<file path="src/fsp_pkg.sv">
package fsp_pkg;
   localparam int DATA_W = 8;
   localparam int FRAME_BITS = 10;
   localparam logic [3:0] BIT_CNT_LAST = 4'h9;
   localparam logic [3:0] BIT_CNT_ZERO = 4'h0;
   localparam logic [7:0] MODE_FREEZE = 8'h10;
   localparam logic [7:0] MODE_RELEASE = 8'h00;
   localparam logic CHAN_A = 1'h0;
   localparam logic CHAN_B = 1'h1;
   localparam logic START_LEVEL = 1'h0;
   localparam logic IDLE_LEVEL = 1'h1;
   localparam int CLK_PERIOD_NS = 10;
   localparam int LINK_HALF_NS = 80;
   localparam int LINK_HALF_CYC = (LINK_HALF_NS + CLK_PERIOD_NS - 1) / CLK_PERIOD_NS;
   localparam logic [3:0] HALF_CNT_LAST = 4'(LINK_HALF_CYC - 1);
endpackage : fsp_pkg

</file>
<file path="src/fsp_link_if.sv">
`timescale 1ns/1ns
interface fsp_link_if;
   logic serial_in_line;
   logic external_shift_clock;
   logic serial_out_line;
   logic clear_to_send_out;
   modport device (
      input serial_in_line,
      input external_shift_clock,
      output serial_out_line,
      output clear_to_send_out
   );
   modport partner (
      output serial_in_line,
      output external_shift_clock,
      input serial_out_line,
      input clear_to_send_out
   );
endinterface : fsp_link_if

</file>
<file path="src/fsp_device.sv">
// Operation
// - channel A fast serial needs channel B
// - channel A may run other mode
// - all serial pins on channel B
// - mode 0x10 freezes, 0x0 releases
// - partner supplies clock for transmit
// - transmit starts with one low bit
// - no transmit start while receiving
// - transmit eight data bits LSB first
// - last transmit bit names source channel
// - partner stalls clock if unable
// - partner starts sending only while clear high
// - clear drops at edge after start
// - receive eight bits LSB then target
// - route by target, fall back otherwise
// - no fast serial channel, port disabled
// - clear stays low until byte taken
// - simultaneous starts: drop transmit, receive
// - one frame layout both directions
// - half duplex, partner clock controls timing
// - pins change only on link clock, except that reset, freeze or disable forces data idle and clear low at once
`timescale 1ns/1ns
module fsp_device
   import fsp_pkg::*;
(
   // clock and reset
   input wire logic clk,
   input wire logic resetn,
   // link pins
   fsp_link_if.device link,
   // configuration
   input wire logic cfg_fast_a,
   input wire logic cfg_fast_b,
   input wire logic mode_valid,
   input wire logic [7:0] mode_value,
   // port status
   output logic port_enabled,
   output logic chan_b_pins_serial,
   output logic chan_a_serial,
   // transmit stream from channels
   input wire logic tx_a_valid,
   input wire logic [DATA_W-1:0] tx_a_data,
   output logic tx_a_ready,
   input wire logic tx_b_valid,
   input wire logic [DATA_W-1:0] tx_b_data,
   output logic tx_b_ready,
   // receive stream to channels
   output logic rx_a_valid,
   output logic rx_b_valid,
   output logic [DATA_W-1:0] rx_data,
   input wire logic rx_a_ready,
   input wire logic rx_b_ready
);
   typedef enum logic [1:0] {
      ST_IDLE = 2'b00,
      ST_RX = 2'b01,
      ST_HOLD = 2'b11,
      ST_TX = 2'b10
   } state_e;

   state_e state;
   logic frozen;
   logic fast_a;
   logic fast_b;
   logic active;
   logic sclk_rise;
   logic sdi;
   logic [3:0] bit_cnt;
   logic [FRAME_BITS-1:0] shreg;
   logic tx_sel;
   logic tx_req;
   logic rx_target_channel_bit;
   logic out_bit;
   logic cts;
   logic rx_take;
   logic tx_abandon;

   fsp_edge_sync u_clk_sync (
      .clk(clk),
      .resetn(resetn),
      .async_in(link.external_shift_clock),
      .level(),
      .rise(sclk_rise),
      .fall()
   );

   fsp_edge_sync u_din_sync (
      .clk(clk),
      .resetn(resetn),
      .async_in(link.serial_in_line),
      .level(sdi),
      .rise(),
      .fall()
   );

   assign fast_b = cfg_fast_b;
   assign fast_a = cfg_fast_a & cfg_fast_b;
   assign port_enabled = fast_a | fast_b;
   assign chan_b_pins_serial = port_enabled;
   assign chan_a_serial = fast_a;
   assign active = port_enabled & ~frozen;

   always_ff @(posedge clk) begin
      if (!resetn) begin
         frozen <= 1'b0;
      end else if (mode_valid && mode_value == MODE_FREEZE) begin
         frozen <= 1'b1;
      end else if (mode_valid && mode_value == MODE_RELEASE) begin
         frozen <= 1'b0;
      end
   end

   // channel B wins when both channels hold a byte
   assign tx_req = (fast_b & tx_b_valid) | (fast_a & tx_a_valid);

   // sequencing advances on link clock rising edges, except that a taken byte leaves hold at once
   always_ff @(posedge clk) begin
      if (!resetn || !active) begin
         state <= ST_IDLE;
         bit_cnt <= BIT_CNT_ZERO;
         shreg <= '0;
         tx_sel <= CHAN_B;
         rx_target_channel_bit <= CHAN_B;
      end else if (sclk_rise) begin
         unique case (state)
            ST_IDLE: begin
               bit_cnt <= BIT_CNT_ZERO;
               if (sdi == START_LEVEL) begin
                  state <= ST_RX;
               end else if (tx_req) begin
                  state <= ST_TX;
                  tx_sel <= (fast_b & tx_b_valid) ? CHAN_B : CHAN_A;
               end
            end
            ST_RX: begin
               shreg <= {sdi, shreg[FRAME_BITS-1:1]};
               bit_cnt <= bit_cnt + 4'h1;
               if (bit_cnt == BIT_CNT_LAST - 4'h1) begin
                  state <= ST_HOLD;
                  rx_target_channel_bit <= sdi;
               end
            end
            ST_HOLD: begin
               // a take on a link edge cycle must not be lost
               if (rx_take) begin
                  state <= ST_IDLE;
               end
            end
            ST_TX: begin
               if (tx_abandon) begin
                  state <= ST_RX;
                  bit_cnt <= BIT_CNT_ZERO;
               end else begin
                  bit_cnt <= bit_cnt + 4'h1;
                  if (bit_cnt == BIT_CNT_LAST) begin
                     state <= ST_IDLE;
                  end
               end
            end
         endcase
      end else if (state == ST_HOLD && rx_take) begin
         state <= ST_IDLE;
      end
   end

   // route received byte, with fallback when target not in fast serial mode
   logic route_b;
   assign route_b = (rx_target_channel_bit == CHAN_B) ? fast_b : ~fast_a;
   // data bits sit just below the target bit; the lowest stage is unused
   assign rx_data = shreg[DATA_W:1];
   assign rx_take = rx_a_valid & rx_a_ready | rx_b_valid & rx_b_ready;
   assign rx_a_valid = (state == ST_HOLD) & ~route_b;
   assign rx_b_valid = (state == ST_HOLD) & route_b;

   // transmit byte taken after its last data bit goes out
   logic tx_done;
   assign tx_done = sclk_rise & (state == ST_TX) & (bit_cnt == BIT_CNT_LAST);

   // partner start arrives just as our start bit is due: back off and receive
   assign tx_abandon = (state == ST_TX) & (bit_cnt == BIT_CNT_ZERO)
                       & (sdi == START_LEVEL);
   assign tx_a_ready = tx_done & (tx_sel == CHAN_A);
   assign tx_b_ready = tx_done & (tx_sel == CHAN_B);

   function automatic logic frame_bit(input logic [3:0] idx, input logic [DATA_W-1:0] d,
                                      input logic src);
      if (idx == BIT_CNT_ZERO) begin
         frame_bit = START_LEVEL;
      end else if (idx == BIT_CNT_LAST) begin
         frame_bit = src;
      end else begin
         frame_bit = d[idx[2:0] - 3'h1];
      end
   endfunction : frame_bit

   always_ff @(posedge clk) begin
      if (!resetn || !active) begin
         out_bit <= IDLE_LEVEL;
      end else if (sclk_rise) begin
         if (state == ST_TX && !tx_abandon) begin
            out_bit <= frame_bit(bit_cnt, (tx_sel == CHAN_B) ? tx_b_data : tx_a_data,
                                 tx_sel);
         end else begin
            out_bit <= IDLE_LEVEL;
         end
      end
   end

   always_ff @(posedge clk) begin
      if (!resetn || !active) begin
         cts <= 1'b0;
      end else if (sclk_rise) begin
         cts <= ((state == ST_IDLE) | (state == ST_TX)) & (sdi != START_LEVEL);
      end
   end

   assign link.serial_out_line = out_bit;
   assign link.clear_to_send_out = cts;
endmodule : fsp_device

</file>
<file path="src/fsp_edge_sync.sv">
`timescale 1ns/1ns
module fsp_edge_sync (
   // clock and reset
   input wire logic clk,
   input wire logic resetn,
   // asynchronous input
   input wire logic async_in,
   // synchronised level and edges
   output logic level,
   output logic rise,
   output logic fall
);
   logic meta;
   logic sync;
   logic prev;

   always_ff @(posedge clk) begin
      if (!resetn) begin
         meta <= 1'b1;
         sync <= 1'b1;
         prev <= 1'b1;
      end else begin
         meta <= async_in;
         sync <= meta;
         prev <= sync;
      end
   end

   assign level = sync;
   assign rise = sync & ~prev;
   assign fall = ~sync & prev;
endmodule : fsp_edge_sync

</file>
<file path="src/flat_wrapper.sv">
// flat-port wrapper written by rule: the top's interface ports become plain ports
module fsp_device_flat import fsp_pkg::*;
  (clk, resetn, cfg_fast_a, cfg_fast_b, mode_valid, mode_value, port_enabled, chan_b_pins_serial, chan_a_serial, tx_a_valid, tx_a_data, tx_a_ready, tx_b_valid, tx_b_data, tx_b_ready, rx_a_valid, rx_b_valid, rx_data, rx_a_ready, rx_b_ready, link_serial_in_line, link_external_shift_clock, link_serial_out_line, link_clear_to_send_out);
  fsp_link_if link_i ();
  input wire logic clk;
  input wire logic resetn;
  input wire logic cfg_fast_a;
  input wire logic cfg_fast_b;
  input wire logic mode_valid;
  input wire logic [7:0] mode_value;
  output logic port_enabled;
  output logic chan_b_pins_serial;
  output logic chan_a_serial;
  input wire logic tx_a_valid;
  input wire logic [DATA_W-1:0] tx_a_data;
  output logic tx_a_ready;
  input wire logic tx_b_valid;
  input wire logic [DATA_W-1:0] tx_b_data;
  output logic tx_b_ready;
  output logic rx_a_valid;
  output logic rx_b_valid;
  output logic [DATA_W-1:0] rx_data;
  input wire logic rx_a_ready;
  input wire logic rx_b_ready;
  input wire logic [$bits(link_i.serial_in_line)-1:0] link_serial_in_line;
  input wire logic [$bits(link_i.external_shift_clock)-1:0] link_external_shift_clock;
  output wire logic [$bits(link_i.serial_out_line)-1:0] link_serial_out_line;
  output wire logic [$bits(link_i.clear_to_send_out)-1:0] link_clear_to_send_out;
  assign link_i.serial_in_line = link_serial_in_line;
  assign link_i.external_shift_clock = link_external_shift_clock;
  assign link_serial_out_line = link_i.serial_out_line;
  assign link_clear_to_send_out = link_i.clear_to_send_out;
  fsp_device u_core (.clk(clk), .resetn(resetn), .link(link_i), .cfg_fast_a(cfg_fast_a), .cfg_fast_b(cfg_fast_b), .mode_valid(mode_valid), .mode_value(mode_value), .port_enabled(port_enabled), .chan_b_pins_serial(chan_b_pins_serial), .chan_a_serial(chan_a_serial), .tx_a_valid(tx_a_valid), .tx_a_data(tx_a_data), .tx_a_ready(tx_a_ready), .tx_b_valid(tx_b_valid), .tx_b_data(tx_b_data), .tx_b_ready(tx_b_ready), .rx_a_valid(rx_a_valid), .rx_b_valid(rx_b_valid), .rx_data(rx_data), .rx_a_ready(rx_a_ready), .rx_b_ready(rx_b_ready));
endmodule
</file>
<file path="config.mk">
export PLATFORM = sky130hd
export DESIGN_NAME = fsp_device_flat
export DESIGN_NICKNAME = d
export VERILOG_FILES = /design/src/fsp_pkg.sv /design/src/fsp_link_if.sv /design/src/fsp_device.sv /design/src/fsp_edge_sync.sv /design/src/flat_wrapper.sv
export SDC_FILE = /design/constraint.sdc
export NUM_CORES = 1
export LEC_CHECK = 0
export BUFFER_PORTS_ARGS = -buffer_cell sky130_fd_sc_hd__buf_2
export CAP_MARGIN = 15
export CORE_MARGIN = 2
export CORE_UTILIZATION = 40
export CTS_BUF_LIST = sky130_fd_sc_hd__clkbuf_16
export CTS_CLUSTER_DIAMETER = 120
export CTS_CLUSTER_SIZE = 20
export DETAILED_ROUTE_END_ITERATION = 10
export PLACE_DENSITY_LB_ADDON = 0.3
export SYNTH_ARGS = -nofsm -noshare
export SYNTH_HDL_FRONTEND = slang
export SYNTH_HIERARCHICAL = 1
export SYNTH_SLANG_ARGS = --single-unit
</file>
<file path="constraint.sdc">
create_clock -name clk -period 2.5 [get_ports clk]
set_clock_uncertainty 0.2 [all_clocks]
set_input_delay 0.375 -clock clk [delete_from_list [all_inputs] [get_ports clk]]
set_output_delay 0.375 -clock clk [all_outputs]
set_load 0.03 [all_outputs]
</file>
Yosys cells after proc, flatten, opt, wreduce, memory -nomap -nowiden
Index checks and enable logic that the tools add are counted.

storage, ports and cells
  register bits = 26
  bits in latches = 0
  memory bits (writable) = 0
  memory bits (read-only) = 0
  bits of input ports = 35
  output and inout port bits = 17
  word-level logic and storage cells = 92
  memories = 0

operators by class
  $add $sub $neg = 2
  multipliers = 0
  div/mod/pow operators = 0
  $lt $le $gt $ge = 1
  eq/ne operators = 10
  shift-type cells = 0
  multiplexer cells = 21
  bitwise gates (word level) = 26
  reduce and logical (&&, ||, !) cells = 19

operators by type and width
  operator                                                                count
  1-bit bitwise AND                                                       16
  2-bit two-way mux                                                       8
  4-bit one-hot mux with 3 select lines                                   1
  4-bit equality test (second input constant)                             2
  8-bit by 5-bit equality test with 1-bit output (second input constant)  1
  8-bit logical NOT                                                       1
  1-bit two-way mux                                                       8
  8-bit two-way mux                                                       1
  4-bit inequality test (second input constant)                           2
  2-bit one-hot mux with 4 select lines                                   1
  3-bit inequality test (second input constant)                           2
  1-bit NOT                                                               6
  5-bit AND reduction                                                     1
  4-bit by 1-bit adder with 4-bit output (second input constant)          1
  2-bit equality test (second input constant)                             2
  1-bit logical AND                                                       4
  4-bit logical NOT                                                       1
  3-bit by 4-bit < comparator with 1-bit output (second input constant)   1
  4-bit two-way mux                                                       1
  1-bit OR                                                                4
  2-bit AND reduction                                                     2
  4-bit AND reduction                                                     1
  2-bit nonzero test                                                      2
  1-bit binary-select mux with 3-bit select                               1
  7 further kinds                                                         9

Longest topological paths before layout
  word-level depth = 10
  gate-level depth with buffers = 8
  depth with buffers taken out = 7

Hierarchy
Netlist, hierarchy kept.

by module, submodules not included
  module         instances  cells an instance  area each (µm²)  seq. area each (µm²)
  fsp_device     1          173                1,385.1          400.4
  fsp_edge_sync  2          8                  91.3             60.1

Worst setup path after synthesis
No wires, ideal clock.

  kind = reg-to-output
  from = register u_core.u_clk_sync.sync (netlist: u_core/u_clk_sync/level)
  to = output tx_a_ready
  data arrival time = 1.651 ns
  data required time = 1.925 ns
  setup slack = 0.274 ns
  stages on the path, launching flop included = 5
  buffers on the path = 1
  cell sequence = dfxtp_1 nor2b_1 clkbuf_1 nand2_1 nor3_1

between the ends
  word-level cells in the longest chain between the ends = 4

RTL lines
  what                            RTL line             RTL
  start, declared                 fsp_edge_sync.sv:14  logic sync;
  start signal, assigned          fsp_edge_sync.sv:24  sync <= meta;
  1-bit bitwise AND               fsp_edge_sync.sv:30  assign rise = sync & ~prev;
  net u_core.sclk_rise            fsp_device.sv:66     logic sclk_rise;
  1-bit bitwise AND (2 in a row)  fsp_device.sv:177    assign tx_done = sclk_rise & (state == ST_TX) & (bit_cnt == BIT_CNT_LAST);
  1-bit bitwise AND               fsp_device.sv:182    assign tx_a_ready = tx_done & (tx_sel == CHAN_A);
  end, declared                   flat_wrapper.sv:16   output logic tx_a_ready;

The timed path passes the listed nets, and every way through them passes these cells.

Worst setup path in the final report
  from = register u_core.bit_cnt[0]
  to = output tx_b_ready

between the ends
  word-level cells in the longest chain between the ends = 3

RTL lines
  what                    RTL line            RTL
  start, declared         fsp_device.sv:68    logic [3:0] bit_cnt;
  start signal, assigned  fsp_device.sv:137   bit_cnt <= bit_cnt + 4'h1;
  start signal, assigned  fsp_device.sv:154   bit_cnt <= bit_cnt + 4'h1;
  4-bit equality test     fsp_device.sv:177
  1-bit bitwise AND       fsp_device.sv:177
  1-bit bitwise AND       fsp_device.sv:183   assign tx_b_ready = tx_done & (tx_sel == CHAN_B);
  end, declared           flat_wrapper.sv:19  output logic tx_b_ready;

Every way passes these cells.

==> impl_results.md <==
* Die height at 65.7 um
* Reg-to-reg startpoint: u_core/bit_cnt[0]$_SDFFE_PP0P_
* Core area at 0.00366 mm2
* I/O pin cnt at 52
* Period utilisation layout at 88.0%
* Ys Warns at 6
* H-tree level count at 1
* CP Data Required Time at 1.92 ns
* Most frequent cells in the layout: buf_2 (51), nand2_1 (32), dfxtp_1 (25)
* Vias in the first global route at 1164
* CTS Sinks at 25
* Hold_buf cts at 0
* Syn avg cell area at 8.28 um2
* Fin. max-slew vios at 0
* Post-Syn Area at 0.00152 mm2
* Placer Congestion at 0.771
* Max Cap Violations at 0
* Syn Nets at 229
* RSZ-0062 raised after global routing: no
* HPWL after DPL at 2310 um
* Critical path type: flip-flop to output port
* Gr ovfl total at 0
* Worst hold start: link_external_shift_clock
* Starting DRT DRC Count at 57
* Final Critical Period at 2.20 ns
* Die X at 65.7 um
* CTS Buf Count at 3
* Port Buffers at 51
* Hold EP: u_core/u_clk_sync/meta$_SDFF_PN1_
* Wire per inst at 10.7 um
* Worst hold path stage count at 2
* Total Power at 817 uW
* Detailed Route WL at 2920 um
* M1 WL at 1330 um
* Critical-path maximum fanout at 8
* Antenna-violating nets left at 0
* Root buffer cell: clkbuf_16
* Clock Latency Late Sink at 0.25 ns
* Hold Vio Cnt, Final at 0
* Max layer used: met4
* CP Launch Type: flip-flop
* Maximum number of pins on one net before global-route repair at 17
* Worst r2r path cells at 6
* Outcome: complete, no violations
* Leak at 0.823 nW
* WL met2 at 1450 um
* Layout cells sized above 1 at 28.6%
* Worst-Margin Slew at 0.549 ns
* GRT Overall Usage at 13.9%
* Die ar. at 0.00432 mm2
* Crit end category: output port
* Core Rows at 22
* Initial core utilization at 41.6%
* Worst vdd ir at 0.436 mV
* TritonCTS clock tree: done
* Post-CTS Setup Bufs at 0
* Pwr/cell area at 447 mW/mm2
* Diode count at 0
* Antenna violations before repair at 0
* P&R area growth vs syn at 20.0%
* Most common cell after layout, fill and taps aside: buf_2
* Drt pass-1 iters at 4
* Max_slew headroom at 63.4%
* Setup TNS at 0 ns
* Clock Path Buffers at 2
* DRC at 0
* Via-to-Cell Ratio at 4.83
* Clk slew on worst S/H paths at 0.06 ns
* DR vias at 1315
* R2R setup slack at 0.32 ns
* Post-cts resize count at 0
* R2R Path End: u_core/bit_cnt[2]$_SDFFE_PP0P_
* WL met3 at 135 um
* Nets at 270
* CP arrival at 1.62 ns
* Synth Instances at 184
* Final setup viols at 0
* First-pass GRT wire length at 4800 um
* Worst Hold Class: input pin to flip-flop
* FMAX at 455 MHz
[flip-flops by register name, indices dropped and copies added, names as in the netlist]
register / count
u_core/shreg: 9
u_core/rx_target_channel_bit: 1
u_core/link.serial_out_line: 1
u_core/u_din_sync/meta: 1
u_core/u_clk_sync/level: 1
u_core/u_din_sync/level: 1
u_core/state: 2
u_core/u_clk_sync/meta: 1
u_core/bit_cnt: 4
u_core/frozen: 1
u_core/tx_sel: 1
u_core/u_clk_sync/prev: 1
u_core/link.clear_to_send_out: 1
[per-layer routing]
layer	vias to the layer above	track usage [%]
li1	712	-
met1	579	16.3
met2	22	25.3
met3	2	3.77
met4	0	2.34
met5	-	0
[final cells by class]
class / count / area [um2]
sequential: 25 / 500
clock buffer: 3 / 75.1
fill: 356 / 1830
multi-input combinational: 130 / 870
tap: 48 / 60.1
timing repair buffer: 54 / 278
clock inverter: 1 / 3.75
inverter: 11 / 41.3
[worst max-delay path by stage]
stage	endpoint	cells after the start	from	slack (ns)
2_1_floorplan	tx_a_ready	4	u_core/u_clk_sync/level$_SDFF_PN1_	0.30
3_3_place_gp	u_core/bit_cnt[0]$_SDFFE_PP0P_	7	u_core/bit_cnt[0]$_SDFFE_PP0P_	0.35
3_5_place_dp	u_core/bit_cnt[2]$_SDFFE_PP0P_	7	u_core/bit_cnt[0]$_SDFFE_PP0P_	0.33
4_1_cts	tx_b_ready	4	u_core/bit_cnt[0]$_SDFFE_PP0P_	0.29
5_1_grt	u_core/bit_cnt[2]$_SDFFE_PP0P_	7	u_core/bit_cnt[0]$_SDFFE_PP0P_	0.19
6_report	tx_b_ready	4	u_core/bit_cnt[0]$_SDFFE_PP0P_	0.30
[critical path, cell delays in order, from the launching register on]
cell	delay (ns)
dfxtp_1	0.50
ha_1	0.24
nand3b_1	0.16
nor3_1	0.24
buf_2	0.23
[power breakdown]
part / total (mW) / leakage, nW / switching (mW) / internal [mW]
Combinational: 0.0685 / 0.578 / 0.0319 / 0.0365
Clock: 0.345 / 0.0423 / 0.131 / 0.213
Sequential: 0.404 / 0.203 / 0.00214 / 0.402
Total: 0.817 / 0.823 / 0.165 / 0.652
[stage by stage]
step	hold slack, ns	setup WS (ns)	util [%]	std cells	cell area, um2
finish	0.0971	0.301	49.9	272	1830
global route	0.0949	0.192	49.9	272	1830
CTS	0.0980	0.294	49.9	272	1830
detailed placement	0.203	0.329	47.8	268	1750
global placement	0.195	0.353	47.8	268	1750
floorplan	0.186	0.297	-	184	1520
(Power assumes the default switching activity.)
